===== config.mk =====
export PLATFORM = sky130hd
export DESIGN_NAME = ebpwm_core
export DESIGN_NICKNAME = d
export VERILOG_FILES = /design/src/ebpwm_pkg.sv /design/src/ebpwm_core.sv /design/src/ebpwm_deadband.sv
export VERILOG_INCLUDE_DIRS = /design/src
export SDC_FILE = /design/constraint.sdc
export NUM_CORES = 1
export LEC_CHECK = 0
export BUFFER_PORTS_ARGS = -buffer_cell sky130_fd_sc_hd__buf_4
export CORE_ASPECT_RATIO = 0.5
export CORE_MARGIN = 4
export CORE_UTILIZATION = 50
export DETAILED_ROUTE_END_ITERATION = 12
export PLACE_DENSITY_LB_ADDON = 0.3
export SYNTH_ARGS = -nofsm -noshare
export SYNTH_HDL_FRONTEND = slang
export SYNTH_SLANG_ARGS = --single-unit

===== constraint.sdc =====
create_clock -name clock -period 4.2 [get_ports clock]
set_clock_uncertainty 0.05 [all_clocks]
set_input_delay 0.21 -clock clock [delete_from_list [all_inputs] [get_ports clock]]
set_output_delay 0.21 -clock clock [all_outputs]
set_load 0.03 [all_outputs]

===== src/ebpwm_defines.svh =====
/*
 holds offsets, field positions, reset values and timing counts of the bridge pwm unit.
 assumes inclusion by bare name from the design files.
*/
`ifndef EBPWM_DEFINES_SVH
`define EBPWM_DEFINES_SVH

// ----------------------------------------
// register offsets
// ----------------------------------------
`define EBPWM_ADDR_CTRL 4'h0
`define EBPWM_ADDR_DUTY_LO 4'h1
`define EBPWM_ADDR_DUTY_SH 4'h2
`define EBPWM_ADDR_PERIOD 4'h3
`define EBPWM_ADDR_TIMER2 4'h4
`define EBPWM_ADDR_DEADBAND 4'h5
`define EBPWM_ADDR_PRESCALE 4'h6
`define EBPWM_ADDR_CMP_LO 4'h7
`define EBPWM_ADDR_CMP_HI 4'h8
`define EBPWM_ADDR_TSEL 4'h9

// ----------------------------------------
// field positions
// ----------------------------------------
`define EBPWM_CFG_HI 7
`define EBPWM_CFG_LO 6
`define EBPWM_DLB_HI 5
`define EBPWM_DLB_LO 4
`define EBPWM_MODE_HI 3
`define EBPWM_MODE_LO 0

// ----------------------------------------
// reset values and timing
// ----------------------------------------
`define EBPWM_RST_CTRL 8'h00
`define EBPWM_RST_PERIOD 8'hff
`define EBPWM_RST_BYTE 8'h00
`define EBPWM_MODE_SPECIAL 4'hb
`define EBPWM_Q_PER_CYCLE 2'h3

`endif


===== src/ebpwm_pkg.sv =====
/*
 holds the types of the bridge pwm unit.
 assumes nothing beyond a systemverilog compiler.
*/
package ebpwm_pkg;
    typedef enum logic [1:0] {
        EBPWM_CFG_SINGLE = 2'h0,
        EBPWM_CFG_FWD = 2'h1,
        EBPWM_CFG_HALF = 2'h2,
        EBPWM_CFG_REV = 2'h3
    } ebpwm_cfg_t;
    typedef logic [9:0] ebpwm_duty_t;
endpackage : ebpwm_pkg


===== src/ebpwm_core.sv =====
/*
 holds the enhanced compare and bridge pwm unit with its register port.
 assumes a same-clock register master, q clock rate equal to clock, and that software
 sets the pin direction bits itself.
*/
// Implementation choices: strobed register access and the register offsets.
`include "ebpwm_defines.svh"

module ebpwm_core (
    input wire logic clock,
    input wire logic sys_rst,
    input wire logic [3:0] reg_addr,
    input wire logic [7:0] reg_wdata,
    input wire logic reg_wr,
    input wire logic reg_rd,
    output logic [7:0] reg_rdata,
    input wire logic [15:0] timer_one_count,
    input wire logic [15:0] timer_three_count,
    output logic timer_one_reset,
    output logic timer_three_reset,
    output logic single_compare_out,
    output logic bridge_out_a,
    output logic bridge_out_b,
    output logic bridge_out_c,
    output logic bridge_out_d,
    output logic [3:0] pin_owned
);
    import ebpwm_pkg::*;

    // ----------------------------------------
    // software registers
    // ----------------------------------------
    logic [7:0] unit_control_reg_ff;
    logic [7:0] duty_low_byte_ff;
    logic [7:0] duty_shadow_byte_ff;
    logic [7:0] period_limit_reg_ff;
    logic [7:0] deadband_delay_reg_ff;
    logic [1:0] prescale_sel_ff;
    logic [15:0] cmp_value_ff;
    logic timer_sel_ff;
    logic [7:0] period_timer_count_ff;
    logic [1:0] shadow_low_ff;
    logic [3:0] act_mode_ff;
    logic [1:0] act_cfg_ff;
    logic [6:0] act_delay_ff;
    logic [1:0] act_pre_ff;
    logic [1:0] q_ff;
    logic [3:0] pre_cnt_ff;
    logic running_ff;
    logic pwm_ff;
    logic duty_done_ff;
    logic cmp_hit_ff;

    logic pwm_mode;
    logic inc_tick;
    logic period_match;
    logic duty_match;
    logic [3:0] pre_last;
    logic [1:0] sub_bits;
    logic step_end;
    logic [10:0] pos_next;
    logic [6:0] nxt_delay;

    function automatic logic [3:0] pre_limit(input logic [1:0] sel);
        unique case (sel)
            2'h0: pre_limit = 4'h0;
            2'h1: pre_limit = 4'h3;
            default: pre_limit = 4'hf;
        endcase
    endfunction : pre_limit

    assign pwm_mode = (act_mode_ff[3:2] == 2'h3);

    // ----------------------------------------
    // register writes
    // ----------------------------------------
    always_ff @(posedge clock) begin
        if (sys_rst) begin
            unit_control_reg_ff <= `EBPWM_RST_CTRL;
            duty_low_byte_ff <= `EBPWM_RST_BYTE;
            period_limit_reg_ff <= `EBPWM_RST_PERIOD;
            deadband_delay_reg_ff <= `EBPWM_RST_BYTE;
            prescale_sel_ff <= 2'h0;
            cmp_value_ff <= 16'h0000;
            timer_sel_ff <= 1'b0;
        end else if (reg_wr) begin
            unique case (reg_addr)
                `EBPWM_ADDR_CTRL: unit_control_reg_ff <= reg_wdata;
                `EBPWM_ADDR_DUTY_LO: duty_low_byte_ff <= reg_wdata;
                `EBPWM_ADDR_PERIOD: period_limit_reg_ff <= reg_wdata;
                `EBPWM_ADDR_DEADBAND: deadband_delay_reg_ff <= reg_wdata;
                `EBPWM_ADDR_PRESCALE: prescale_sel_ff <= reg_wdata[1:0];
                `EBPWM_ADDR_CMP_LO: cmp_value_ff[7:0] <= reg_wdata;
                `EBPWM_ADDR_CMP_HI: cmp_value_ff[15:8] <= reg_wdata;
                `EBPWM_ADDR_TSEL: timer_sel_ff <= reg_wdata[0];
                default: ;
            endcase
        end
    end

    // ----------------------------------------
    // shadow byte, writable only outside pwm mode
    // ----------------------------------------
    always_ff @(posedge clock) begin
        if (sys_rst) begin
            duty_shadow_byte_ff <= `EBPWM_RST_BYTE;
            shadow_low_ff <= 2'h0;
        end else if ((unit_control_reg_ff[3:2] == 2'h3) && period_match && inc_tick) begin
            duty_shadow_byte_ff <= duty_low_byte_ff;
            shadow_low_ff <= unit_control_reg_ff[`EBPWM_DLB_HI:`EBPWM_DLB_LO];
        end else if (reg_wr && reg_addr == `EBPWM_ADDR_DUTY_SH && !pwm_mode) begin
            duty_shadow_byte_ff <= reg_wdata;
        end
    end

    // ----------------------------------------
    // register reads
    // ----------------------------------------
    always_ff @(posedge clock) begin
        if (sys_rst) begin
            reg_rdata <= 8'h00;
        end else if (reg_rd) begin
            unique case (reg_addr)
                `EBPWM_ADDR_CTRL: reg_rdata <= unit_control_reg_ff;
                `EBPWM_ADDR_DUTY_LO: reg_rdata <= duty_low_byte_ff;
                `EBPWM_ADDR_DUTY_SH: reg_rdata <= duty_shadow_byte_ff;
                `EBPWM_ADDR_PERIOD: reg_rdata <= period_limit_reg_ff;
                `EBPWM_ADDR_TIMER2: reg_rdata <= period_timer_count_ff;
                `EBPWM_ADDR_DEADBAND: reg_rdata <= deadband_delay_reg_ff;
                `EBPWM_ADDR_PRESCALE: reg_rdata <= {6'h00, prescale_sel_ff};
                `EBPWM_ADDR_CMP_LO: reg_rdata <= cmp_value_ff[7:0];
                `EBPWM_ADDR_CMP_HI: reg_rdata <= cmp_value_ff[15:8];
                `EBPWM_ADDR_TSEL: reg_rdata <= {7'h00, timer_sel_ff};
                default: reg_rdata <= 8'h00;
            endcase
        end else begin
            reg_rdata <= 8'h00;
        end
    end

    // ----------------------------------------
    // q clock and prescaler
    // ----------------------------------------
    assign pre_last = pre_limit(act_pre_ff);
    assign inc_tick = (q_ff == `EBPWM_Q_PER_CYCLE) && (pre_cnt_ff == pre_last);

    always_ff @(posedge clock) begin
        if (sys_rst) begin
            q_ff <= 2'h0;
        end else begin
            q_ff <= q_ff + 2'h1;
        end
    end

    always_ff @(posedge clock) begin
        if (sys_rst) begin
            pre_cnt_ff <= 4'h0;
        end else if (q_ff == `EBPWM_Q_PER_CYCLE) begin
            pre_cnt_ff <= (pre_cnt_ff == pre_last) ? 4'h0 : pre_cnt_ff + 4'h1;
        end
    end

    // ----------------------------------------
    // period timer
    // ----------------------------------------
    assign period_match = (period_timer_count_ff == period_limit_reg_ff);

    always_ff @(posedge clock) begin
        if (sys_rst) begin
            period_timer_count_ff <= 8'h00;
        end else if (inc_tick) begin
            if (period_match) begin
                period_timer_count_ff <= 8'h00;
            end else begin
                period_timer_count_ff <= period_timer_count_ff + 8'h01;
            end
        end
    end

    // ----------------------------------------
    // buffered control load at period boundary; mode bits load at once while pwm is off and the new mode is not pwm
    // ----------------------------------------
    always_ff @(posedge clock) begin
        if (sys_rst) begin
            act_mode_ff <= 4'h0;
            act_cfg_ff <= 2'h0;
            act_pre_ff <= 2'h0;
            running_ff <= 1'b0;
        end else if (period_match && inc_tick) begin
            act_mode_ff <= unit_control_reg_ff[`EBPWM_MODE_HI:`EBPWM_MODE_LO];
            act_cfg_ff <= unit_control_reg_ff[`EBPWM_CFG_HI:`EBPWM_CFG_LO];
            act_pre_ff <= prescale_sel_ff;
            running_ff <= (unit_control_reg_ff[3:2] == 2'h3);
        end else if (!pwm_mode && unit_control_reg_ff[3:2] != 2'h3) begin
            act_mode_ff <= unit_control_reg_ff[`EBPWM_MODE_HI:`EBPWM_MODE_LO];
            running_ff <= 1'b0;
        end
    end

    assign nxt_delay = deadband_delay_reg_ff[6:0];

    always_ff @(posedge clock) begin
        if (sys_rst) begin
            act_delay_ff <= 7'h00;
        end else if ((period_match && inc_tick) || duty_match) begin
            act_delay_ff <= nxt_delay;
        end
    end

    // ----------------------------------------
    // duty comparison and modulation
    // ----------------------------------------
    // sub-count is the q phase at prescale 1, the prescaler's low two bits at prescale 4 and its top two bits at prescale 16
    assign sub_bits = (act_pre_ff == 2'h0) ? q_ff :
        ((act_pre_ff == 2'h1) ? pre_cnt_ff[1:0] : pre_cnt_ff[3:2]);
    // last clock of a sub-count step
    assign step_end = (act_pre_ff == 2'h0) || ((q_ff == `EBPWM_Q_PER_CYCLE) &&
        ((act_pre_ff == 2'h1) || (pre_cnt_ff[1:0] == 2'h3)));
    // match one step ahead so the registered output drops after exactly duty steps
    assign pos_next = {1'b0, period_timer_count_ff, sub_bits} + 11'h001;
    assign duty_match = running_ff && !duty_done_ff && step_end &&
        ({1'b0, duty_shadow_byte_ff, shadow_low_ff} == pos_next);

    always_ff @(posedge clock) begin
        if (sys_rst) begin
            pwm_ff <= 1'b0;
            duty_done_ff <= 1'b0;
        end else if (period_match && inc_tick) begin
            pwm_ff <= (unit_control_reg_ff[3:2] == 2'h3) && ({duty_low_byte_ff,
                unit_control_reg_ff[`EBPWM_DLB_HI:`EBPWM_DLB_LO]} != 10'h000);
            duty_done_ff <= 1'b0;
        end else if (duty_match) begin
            pwm_ff <= 1'b0;
            duty_done_ff <= 1'b1;
        end
    end

    // ----------------------------------------
    // compare special event
    // ----------------------------------------
    always_ff @(posedge clock) begin
        if (sys_rst) begin
            cmp_hit_ff <= 1'b0;
        end else begin
            cmp_hit_ff <= (act_mode_ff == `EBPWM_MODE_SPECIAL) &&
                ((timer_sel_ff ? timer_three_count : timer_one_count) == cmp_value_ff);
        end
    end

    assign timer_one_reset = cmp_hit_ff && !timer_sel_ff;
    assign timer_three_reset = cmp_hit_ff && timer_sel_ff;

    // ----------------------------------------
    // dead-band legs and bridge steering
    // ----------------------------------------
    logic db_a;
    logic db_b;
    logic tcy_tick;
    logic half_mode;
    logic [3:0] raw;
    logic [3:0] inv;

    assign tcy_tick = (q_ff == `EBPWM_Q_PER_CYCLE);
    assign half_mode = (act_cfg_ff == EBPWM_CFG_HALF);

    ebpwm_deadband u_db_a (
        .clock(clock),
        .sys_rst(sys_rst),
        .tick(tcy_tick),
        .delay(act_delay_ff),
        .level_in(pwm_ff),
        .level_out(db_a)
    );

    ebpwm_deadband u_db_b (
        .clock(clock),
        .sys_rst(sys_rst),
        .tick(tcy_tick),
        .delay(act_delay_ff),
        .level_in(running_ff && !pwm_ff),
        .level_out(db_b)
    );

    always_comb begin
        raw = 4'h0;
        unique case (ebpwm_cfg_t'(act_cfg_ff))
            EBPWM_CFG_SINGLE: raw = {3'h0, pwm_ff};
            EBPWM_CFG_HALF: raw = {2'h0, db_b, db_a};
            EBPWM_CFG_FWD: raw = {pwm_ff, 2'h0, running_ff};
            EBPWM_CFG_REV: raw = {1'b0, running_ff, pwm_ff, 1'b0};
        endcase
    end

    // polarity: mode bits 1 and 0 invert pairs a/c and b/d
    assign inv = {act_mode_ff[0], act_mode_ff[1], act_mode_ff[0], act_mode_ff[1]};

    always_ff @(posedge clock) begin
        if (sys_rst) begin
            bridge_out_a <= 1'b0;
            bridge_out_b <= 1'b0;
            bridge_out_c <= 1'b0;
            bridge_out_d <= 1'b0;
            single_compare_out <= 1'b0;
        end else begin
            bridge_out_a <= running_ff && (raw[0] ^ inv[0]);
            bridge_out_b <= running_ff && (raw[1] ^ inv[1]);
            bridge_out_c <= running_ff && (raw[2] ^ inv[2]);
            bridge_out_d <= running_ff && (raw[3] ^ inv[3]);
            single_compare_out <= running_ff && (raw[0] ^ inv[0]);
        end
    end

    // pins owned by the unit; direction bits stay with software
    always_comb begin
        pin_owned = 4'h0;
        if (pwm_mode) begin
            if (act_cfg_ff[0]) begin
                pin_owned = 4'hf;
            end else if (half_mode) begin
                pin_owned = 4'h3;
            end else begin
                pin_owned = 4'h1;
            end
        end
    end
endmodule : ebpwm_core


===== src/ebpwm_deadband.sv =====
/*
 holds the dead-band delay of one half-bridge leg.
 assumes a one-cycle tick per instruction cycle on the same clock.
*/
`include "ebpwm_defines.svh"

module ebpwm_deadband (
    input wire logic clock,
    input wire logic sys_rst,
    input wire logic tick,
    input wire logic [6:0] delay,
    input wire logic level_in,
    output logic level_out
);
    import ebpwm_pkg::*;

    logic [6:0] cnt_ff;
    logic prev_ff;

    // ----------------------------------------
    // delay inactive-to-active edge only
    // ----------------------------------------
    always_ff @(posedge clock) begin
        if (sys_rst) begin
            cnt_ff <= 7'h00;
            prev_ff <= 1'b0;
        end else begin
            prev_ff <= level_in;
            if (!level_in) begin
                cnt_ff <= 7'h00;
            end else if (!prev_ff) begin
                cnt_ff <= delay;
            end else if (tick && cnt_ff != 7'h00) begin
                cnt_ff <= cnt_ff - 7'h01;
            end
        end
    end

    always_ff @(posedge clock) begin
        if (sys_rst) begin
            level_out <= 1'b0;
        end else begin
            level_out <= level_in && (prev_ff ? (cnt_ff == 7'h00) : (delay == 7'h00));
        end
    end
endmodule : ebpwm_deadband


Yosys cells after proc, flatten, opt, wreduce, memory -nomap -nowiden
Cells that the tools add are included.
{ "totals": {"output_inout_bits": 19, "regBits": 124, "wordCells": 150} }
{ "op_classes": {"n_reduce_logical": 55, "bitwise": 7, "muxes": 25, "n_eq_ne": 25, "addsub": 6} }
{ "op_table": {"columns": ["op", "n"], "rows": [
  ["8-bit case mux with 10 select lines", 1],
  ["7-bit 2-to-1 mux", 4],
  ["1-bit logical AND", 24],
  ["8-bit 2-to-1 mux", 3],
  ["7-bit zero test", 3],
  ["4-bit 2-to-1 mux", 5],
  ["16-bit equality test", 1],
  ["4-bit by 3-bit equality test with 1-bit output, second input constant", 4],
  ["16-bit 2-to-1 mux", 1],
  ["4-bit case mux with 4 select lines", 1],
  ["2-bit AND reduction", 8],
  ["7-bit nonzero test", 2],
  ["7-bit by 1-bit subtractor with 7-bit output, second input constant", 2],
  ["2-bit equality test, second input constant", 6],
  ["4-bit equality test, second input constant", 3],
  ["10-bit by 1-bit adder with 11-bit output, second input constant", 1],
  ["10-bit by 11-bit equality test with 1-bit output", 1],
  ["10-bit nonzero test", 1],
  ["8-bit by 1-bit adder with 8-bit output, second input constant", 1],
  ["4-bit by 2-bit equality test with 1-bit output, second input constant", 2],
  ["8-bit equality test", 1],
  ["4-bit case mux with 2 select lines", 1],
  ["2-bit OR reduction", 4],
  ["1-bit 2-to-1 mux", 6],
  ["other kinds (14)", 32]
]} }

Logic depth before layout (Yosys ltp)
Gate-level depths: netlist of the first run.
{ "logic_depth": {"depth_word": 8, "mapped_depth": 12, "mapped_depth_nobuf": 10} }

Modules after synthesis
Synthesis of the first run repeated with hierarchy kept, for this count alone.
{ "hier_totals": {"hier_cells": 770, "hier_area_um2": 6497.5} }
{ "modules_own_cells": {"columns": ["module", "n_inst", "area_each_um2", "seq_area_each_um2", "cells_each"], "rows": [
  ["ebpwm_core", 1, 5536.6, 2122.0, 658],
  ["ebpwm_deadband", 2, 480.5, 180.2, 56]
]} }

Worst setup path after synthesis of the first run
No wires, ideal clock.
{ "synth_path": {"path_kind": "reg2reg", "startpoint": "reg act_pre_ff[0]", "endpoint": "reg act_delay_ff[0]", "arrival_time_ps": 3134, "setup_time_ps": 95, "slack_ps": 920, "path_stages_with_launch": 13, "synth_period_minus_slack_ps": 3280, "cell_sequence": "dfxtp_1 > mux2_1 > o21ai_1 > inv_2 > ha_1 > xor2_1 > a2111oi_4 > o311ai_1 > or4_1 > buf_2 > or2_0 > buf_6 > o311ai_1"} }
{ "synth_via": {"elab_chain_cells": 7, "elab_cells_between_ends": 16, "classes_between": "1 x add/sub; 3 x eq/ne; 3 x mux; 9 x reduce/logical"} }
{ "synth_lines": {"columns": ["element", "line_no", "rtl"], "rows": [
  ["start, declared", "ebpwm_core.sv:46", "logic [1:0] act_pre_ff;"],
  ["start signal, assigned", "ebpwm_core.sv:192", "act_pre_ff <= prescale_sel_ff;"],
  ["2-bit by 1-bit equality test with 1-bit output", "ebpwm_core.sv:65, ebpwm_core.sv:215, ebpwm_core.sv:218", null],
  ["2-bit 2-to-1 mux or 1-bit logical OR (tied branches)", "ebpwm_core.sv:215, ebpwm_core.sv:218", null],
  ["2-bit 2-to-1 mux or 1-bit logical AND (tied branches)", "ebpwm_core.sv:214, ebpwm_core.sv:217", null],
  ["10-bit by 1-bit adder with 11-bit output or 1-bit logical OR (tied branches)", "ebpwm_core.sv:220, ebpwm_core.sv:217", null],
  ["10-bit by 11-bit equality test with 1-bit output or 1-bit logical AND (tied branches)", "ebpwm_core.sv:222, ebpwm_core.sv:221", null],
  ["1-bit logical AND", "ebpwm_core.sv:221", "assign duty_match = running_ff && !duty_done_ff && step_end &&"],
  ["1-bit logical OR *", "ebpwm_core.sv:205", "end else if ((period_match && inc_tick) || duty_match) begin"],
  ["end signal, assigned", "ebpwm_core.sv:206", "act_delay_ff <= nxt_delay;"],
  ["end, declared", "ebpwm_core.sv:45", "logic [6:0] act_delay_ff;"]
]} }
Every way passes the cells marked *; elsewhere a longest branch is shown, timed or not.
A chain may end at the register's enable or synchronous reset.

Worst setup path in the final report of the first run
{ "layout_path": {"startpoint": "reg act_pre_ff[0]", "endpoint": "reg act_delay_ff[6]"} }
Same word-level chain as after synthesis.

==> flow_metrics.env, run 1 <==
export IMPL_status="finished, final reports clean"
export IMPL_p_leak_nw=2.911
export IMPL_clk_latency_ps=420
export IMPL_vdd_drop_max_v=0.0002505
export IMPL_setup_slack_ps=450.8
export IMPL_clkTransAtPathRegs_ps=60
export IMPL_area_growth_pct=15.28
export IMPL_drc_errors=0
export IMPL_grt_total_usage=0.2452
export IMPL_finalSetupViolations=0
export IMPL_core_area_mm2=0.01284
export IMPL_ys_types=65
export IMPL_rsz0062_at_grt="no"
export IMPL_p_seq_frac=0.429
export IMPL_startpoint_type="flip-flop"
export IMPL_die_w_um=171.3
export IMPL_clkSinkCount=124
export IMPL_slew_violations=0
export IMPL_period_needed_ps=3749
export IMPL_pre_cts_slack_ps=520.0
export IMPL_synth_ff_type="dfxtp_1"
export IMPL_die_y_um=89.64
export IMPL_power_density_mw_per_mm2=365.2
export IMPL_ys_seq_area_frac=0.3725
export IMPL_critPathCaptureType="flip-flop"
export IMPL_hold_path_class="input port to flip-flop"
export IMPL_postCtsHoldBufs=0
export IMPL_cts_root_buf="clkbuf_16"
export IMPL_grt_remaining_overflow=0
export IMPL_grt_pass1_wl_um=29190
export IMPL_initial_core_util=0.5188
export IMPL_antenna_left=0
export IMPL_io_pins=67
export IMPL_max_clock_freq_mhz=266.7
export IMPL_syn_area_mm2=0.006664
export IMPL_clock_power_share=0.503
export IMPL_swShare=0.2313
export IMPL_first_global_vias=5502
export IMPL_cp_data_arrival_time_ps=4000
export IMPL_tightest_slew_ps=1068
export IMPL_hold_ws_ps=63.82
export IMPL_grt_max_degree=80
export IMPL_internal_power_mw=2.157
export IMPL_netlist_instances=760
export IMPL_num_fill_cells=1124
export IMPL_antenna_found_initial=0
export IMPL_numCtsBuffers=17
export IMPL_synthArstFlopShare=0
export IMPL_multi_input_area_mm2=0.003839
export IMPL_cp_max_fo=9
export IMPL_tns_ps=0
export IMPL_cts_htree_levels=4
export IMPL_cts_tree="yes"
export IMPL_viasPerCell=6.019
export IMPL_crit_type="flip-flop to flip-flop"
export IMPL_finalPower_mw=2.806
export IMPL_totalWireLength_um=18200
export IMPL_cts_setup_buffers=0
export IMPL_ys_warnings_count=0
export IMPL_seqCellArea_mm2=0.002482
export IMPL_clock_path_buffers=2
export IMPL_relSlewSlack=0.2882
export IMPL_maxCapViolCount=0
export IMPL_antenna_cells=0
export IMPL_dr_total_vias=5844
export IMPL_power_switching_mw=0.6488
export IMPL_cts_resized=0
export IMPL_syn_num_nets=816
export IMPL_pwr_share_comb=0.067
export IMPL_globalplace_congestion=0.9034
export IMPL_final_nets=847
export IMPL_std_cell_rows=29
export IMPL_ff2ff_path_depth=10
export IMPL_fin_crit_sh=0.8927
export IMPL_hpwl_um=12650
export IMPL_drive_gt1_frac=0.1436
export IMPL_dr_pass1_iters=7
export IMPL_drtIter0Drc=650
export IMPL_port_buffers=66
export IMPL_synth_edf_count=0
export IMPL_hold_depth=3
export IMPL_yosys_register_bits=124
export IMPL_avgRoutedWirePerCell_um=18.74
export IMPL_worstPathRequired_ps=4450
export IMPL_die_area_mm2=0.01535
export IMPL_avgSynthCellArea_um2=8.768
export IMPL_hold_viol=0
## kinds of logic after synthesis
family                   count (synthesis)  synth area share
adder cells (fa/ha/maj)                  8           0.01502
flip-flops                             124            0.3725
multiplexers                            96            0.1491
buffers and inverters                   76           0.05276
AND/OR/NAND/NOR                        271            0.1962
XOR/XNOR                                60           0.07886
AO/OA/AOI/OAI                          125            0.1356
## placed cells by master (no fill, tap or decap), drive strengths merged, types with 8 or more instances in the layout
cell,synthesis,layout
nor4,12,12
xor2,32,32
o21ai,16,16
inv,16,16
clkbuf,40,21
ha,8,8
dfxtp,124,124
nor3b,11,11
nor2b,13,13
xnor2,28,28
mux2i,88,88
a211oi,23,23
nor3,10,10
nand3,21,21
buf,17,70
a22oi,10,10
nand4,9,9
o311ai,9,9
nand2,49,49
nor2,110,110
a21oi,27,27
## flip-flops by register name, indices dropped and copies added, names as in the netlist, 2 cells and up
name                   cells
act_cfg_ff                 2
act_delay_ff               7
act_mode_ff                4
act_pre_ff                 2
cmp_value_ff              16
deadband_delay_reg_ff      8
duty_low_byte_ff           8
duty_shadow_byte_ff        8
period_limit_reg_ff        8
period_timer_count_ff      8
pre_cnt_ff                 4
prescale_sel_ff            2
q_ff                       2
reg_rdata                  8
shadow_low_ff              2
u_db_a.cnt_ff              7
u_db_b.cnt_ff              7
unit_control_reg_ff        8
## path summary, 6_finish.rpt
kind                            slack (ps)     startpoint                     end
worst max-delay path                   450  act_pre_ff[0]         act_delay_ff[6]
worst min-delay path                    60   reg_wdata[5]  period_limit_reg_ff[5]
worst max register to register         450  act_pre_ff[0]         act_delay_ff[6]
worst min register to register         410        q_ff[0]                 q_ff[0]
## power by group through the flow
stage                     combinational [mW]  clock (mW)  sequential, mW
after floorplan                        0.117           0            1.22
after global routing                   0.204        1.47            1.21
after CTS                              0.186        1.42            1.20
after global placement                 0.181           0            1.23
after detailed placement               0.185           0            1.23
final                                  0.188        1.41            1.20
## worst max-delay path: stages, from the launching register on
cell and delay, ps:
dfxtp_1 480, mux2_1 350, o21ai_1 300, inv_2 110, ha_1 300, xor2_1 170, a2111oi_4 310, o311ai_1 130
or4_1 670, or2_0 400, o311ai_1 370
## cells in the mapped netlist (3+ instances only)
cell type | n | area (um^2)
nor2_1 | 110 | 412.9
nand4_1 | 9 | 56.30
ha_1 | 8 | 100.1
mux2_2 | 5 | 56.30
a31oi_1 | 5 | 31.28
a22oi_1 | 10 | 75.07
or2_2 | 3 | 18.77
a22o_1 | 6 | 52.55
a21oi_1 | 27 | 135.1
xnor2_1 | 28 | 245.2
buf_1 | 5 | 18.77
o311ai_1 | 9 | 78.83
a32oi_1 | 7 | 61.31
o21ai_0 | 15 | 75.07
mux2i_1 | 88 | 880.8
nand3_1 | 20 | 100.1
nand3b_1 | 6 | 45.04
or3_1 | 4 | 25.02
a211oi_1 | 23 | 172.7
dfxtp_1 | 124 | 2482
nor3b_1 | 11 | 82.58
clkbuf_8 | 3 | 41.29
buf_4 | 4 | 30.03
nand2_1 | 49 | 183.9
and3_1 | 7 | 43.79
buf_2 | 7 | 35.03
nor3_1 | 10 | 50.05
nor4_1 | 12 | 75.07
xor2_1 | 32 | 280.3
nand2b_1 | 4 | 25.02
inv_1 | 15 | 56.30
clkbuf_1 | 37 | 138.9
nor2b_1 | 13 | 81.33
and2_1 | 4 | 25.02
a41oi_1 | 3 | 26.28
## layer usage
layer | track usage | part of all wire | vias up | routed length (um)
met3 | 0.05422 | 0.084 | 49 | 1529
met1 | 0.3317 | 0.44 | 2738 | 8045
li1 | - | - | 2768 | -
met5 | 0 | 0 | - | 0
met4 | 0.1006 | 0.032 | 0 | 579
met2 | 0.3864 | 0.44 | 289 | 8040
## cell type report
cell class | count | area share
Timing Repair Buffer | 70 | 0.06840
Tap cell | 170 | 0.02769
Clock inverter | 8 | 0.01238
Inverter | 18 | 0.008795
Sequential cell | 124 | 0.3231
Clock buffer | 21 | 0.05993
Multi-Input combinational cell | 560 | 0.4997
## per-stage QoR
step	instances	area [um^2]	utilization
6_report	971	7682	0.5981
5_1_grt	971	7682	0.5981
4_1_cts	971	7682	0.5981
3_5_place_dp	942	7127	0.5548
3_3_place_gp	942	7127	0.5548
2_1_floorplan	760	6664	-
Power figures use the tool's default switching activity.
==> inputs of run 2 (changes only) <==
RECOVER_POWER = 50   (was default)
==> flow_metrics.env, run 2 (synthesis results as in run 1) <==
export IMPL_status="finished, final reports clean"
export IMPL_grt_total_usage=0.2452
export IMPL_globalplace_congestion=0.9034
export IMPL_hold_viol=0
export IMPL_core_area_mm2=0.01284
export IMPL_tns_ps=0
export IMPL_rsz0062_at_grt="no"
export IMPL_largest_register_ffs=16
export IMPL_cts_htree_levels=4
export IMPL_cts_setup_buffers=0
export IMPL_clk_latency_ps=410
export IMPL_maxCapViolCount=0
export IMPL_finalNonFillerCells=971
export IMPL_worstPathRequired_ps=4450
export IMPL_rrSetupSlack_ps=460
export IMPL_numCtsBuffers=17
export IMPL_p_leak_nw=2.830
export IMPL_power_density_mw_per_mm2=368.6
export IMPL_cts_root_buf="clkbuf_16"
export IMPL_final_common_cell="dfxtp_1"
export IMPL_die_y_um=89.64
export IMPL_die_area_mm2=0.01535
export IMPL_relSlewSlack=0.2219
export IMPL_viasPerCell=6.006
export IMPL_fin_crit_sh=0.8899
export IMPL_max_clock_freq_mhz=267.5
export IMPL_cts_tree="yes"
export IMPL_clkSinkCount=124
export IMPL_grt_pass1_wl_um=29190
export IMPL_cp_max_fo=9
export IMPL_finalSetupViolations=0
export IMPL_cp_data_arrival_time_ps=3990
export IMPL_std_cell_rows=29
export IMPL_final_cell_mix="dfxtp_1 (124), nor2_1 (110), mux2i_1 (88)"
export IMPL_grt_max_degree=80
export IMPL_vdd_drop_max_v=0.0002503
export IMPL_antenna_left=0
export IMPL_multi_input_area_mm2=0.003839
export IMPL_drive_gt1_frac=0.1199
export IMPL_io_pins=67
export IMPL_clock_path_buffers=2
export IMPL_dr_pass1_iters=5
export IMPL_grt_remaining_overflow=0
export IMPL_hpwl_um=12650
export IMPL_dr_total_vias=5832
export IMPL_fin_util=0.5925
export IMPL_cts_resized=0
export IMPL_antenna_found_initial=0
export IMPL_finalPower_mw=2.806
export IMPL_area_growth_pct=14.21
export IMPL_clkTransAtPathRegs_ps=60
export IMPL_totalWireLength_um=18210
export IMPL_port_buffers=66
export IMPL_period_needed_ps=3738
export IMPL_tightest_slew_ps=1167
export IMPL_startpoint_type="flip-flop"
export IMPL_slew_violations=0
export IMPL_antenna_cells=0
export IMPL_final_nets=847
export IMPL_hold_path_class="input port to flip-flop"
export IMPL_hold_ws_ps=63.99
export IMPL_die_w_um=171.3
export IMPL_critPathCaptureType="flip-flop"
export IMPL_num_fill_cells=1140
export IMPL_largest_register="cmp_value_ff"
export IMPL_seqCellArea_mm2=0.002482
export IMPL_avgRoutedWirePerCell_um=18.76
export IMPL_drc_errors=0
export IMPL_dpl_cell_count=942
export IMPL_crit_type="flip-flop to flip-flop"
export IMPL_drtIter0Drc=561
export IMPL_initial_core_util=0.5188
export IMPL_postCtsHoldBufs=0
export IMPL_first_global_vias=5502
run 2: power breakdown:
part / total [mW] / switching, mW / internal, mW / leakage (nW)
Sequential: 1.20 / 0.0160 / 1.19 / 1.00
Clock: 1.41 / 0.524 / 0.890 / 0.270
Combinational: 0.188 / 0.110 / 0.0773 / 1.56
Total: 2.81 / 0.650 / 2.16 / 2.83
run 2: per-layer routing:
layer	share of wire	vias to the layer above	global-route usage
met5	0	-	0
met3	0.076	50	0.05422
li1	-	2765	-
met2	0.44	265	0.3864
met4	0.032	0	0.1006
met1	0.45	2752	0.3317
run 2: final timing paths:
check / start / endpoint / cells past startpoint
setup / recovery: act_pre_ff[0] / act_delay_ff[6] / 10
setup reg to reg: act_pre_ff[0] / act_delay_ff[6] / 10
hold reg to reg: q_ff[0] / q_ff[0] / 1
hold / removal: reg_wdata[5] / period_limit_reg_ff[5] / 3
run 2: stage by stage:
stage | area, um^2 | setup WS (ps)
3_5_place_dp | 7127 | 520.0
2_1_floorplan | 6664 | 920.3
3_3_place_gp | 7127 | 657.4
5_1_grt | 7611 | 241.7
4_1_cts | 7682 | 466.4
6_report | 7611 | 462.2
run 2: final cells by class:
type	count	area share
Multi-Input combinational cell	560	0.5044
Inverter	18	0.008877
Clock buffer	21	0.06050
Timing Repair Buffer	70	0.05967
Tap cell	170	0.02795
Clock inverter	8	0.01249
Sequential cell	124	0.3262
run 2: critical path: stages, from the launching register on:
cell and delay (ps):
dfxtp_1 480, mux2_1 350, o21ai_1 300, inv_2 110, ha_1 300, xor2_1 180
a2111oi_4 310, o311ai_1 130, or4_1 670, or2_0 400, o311ai_1 360
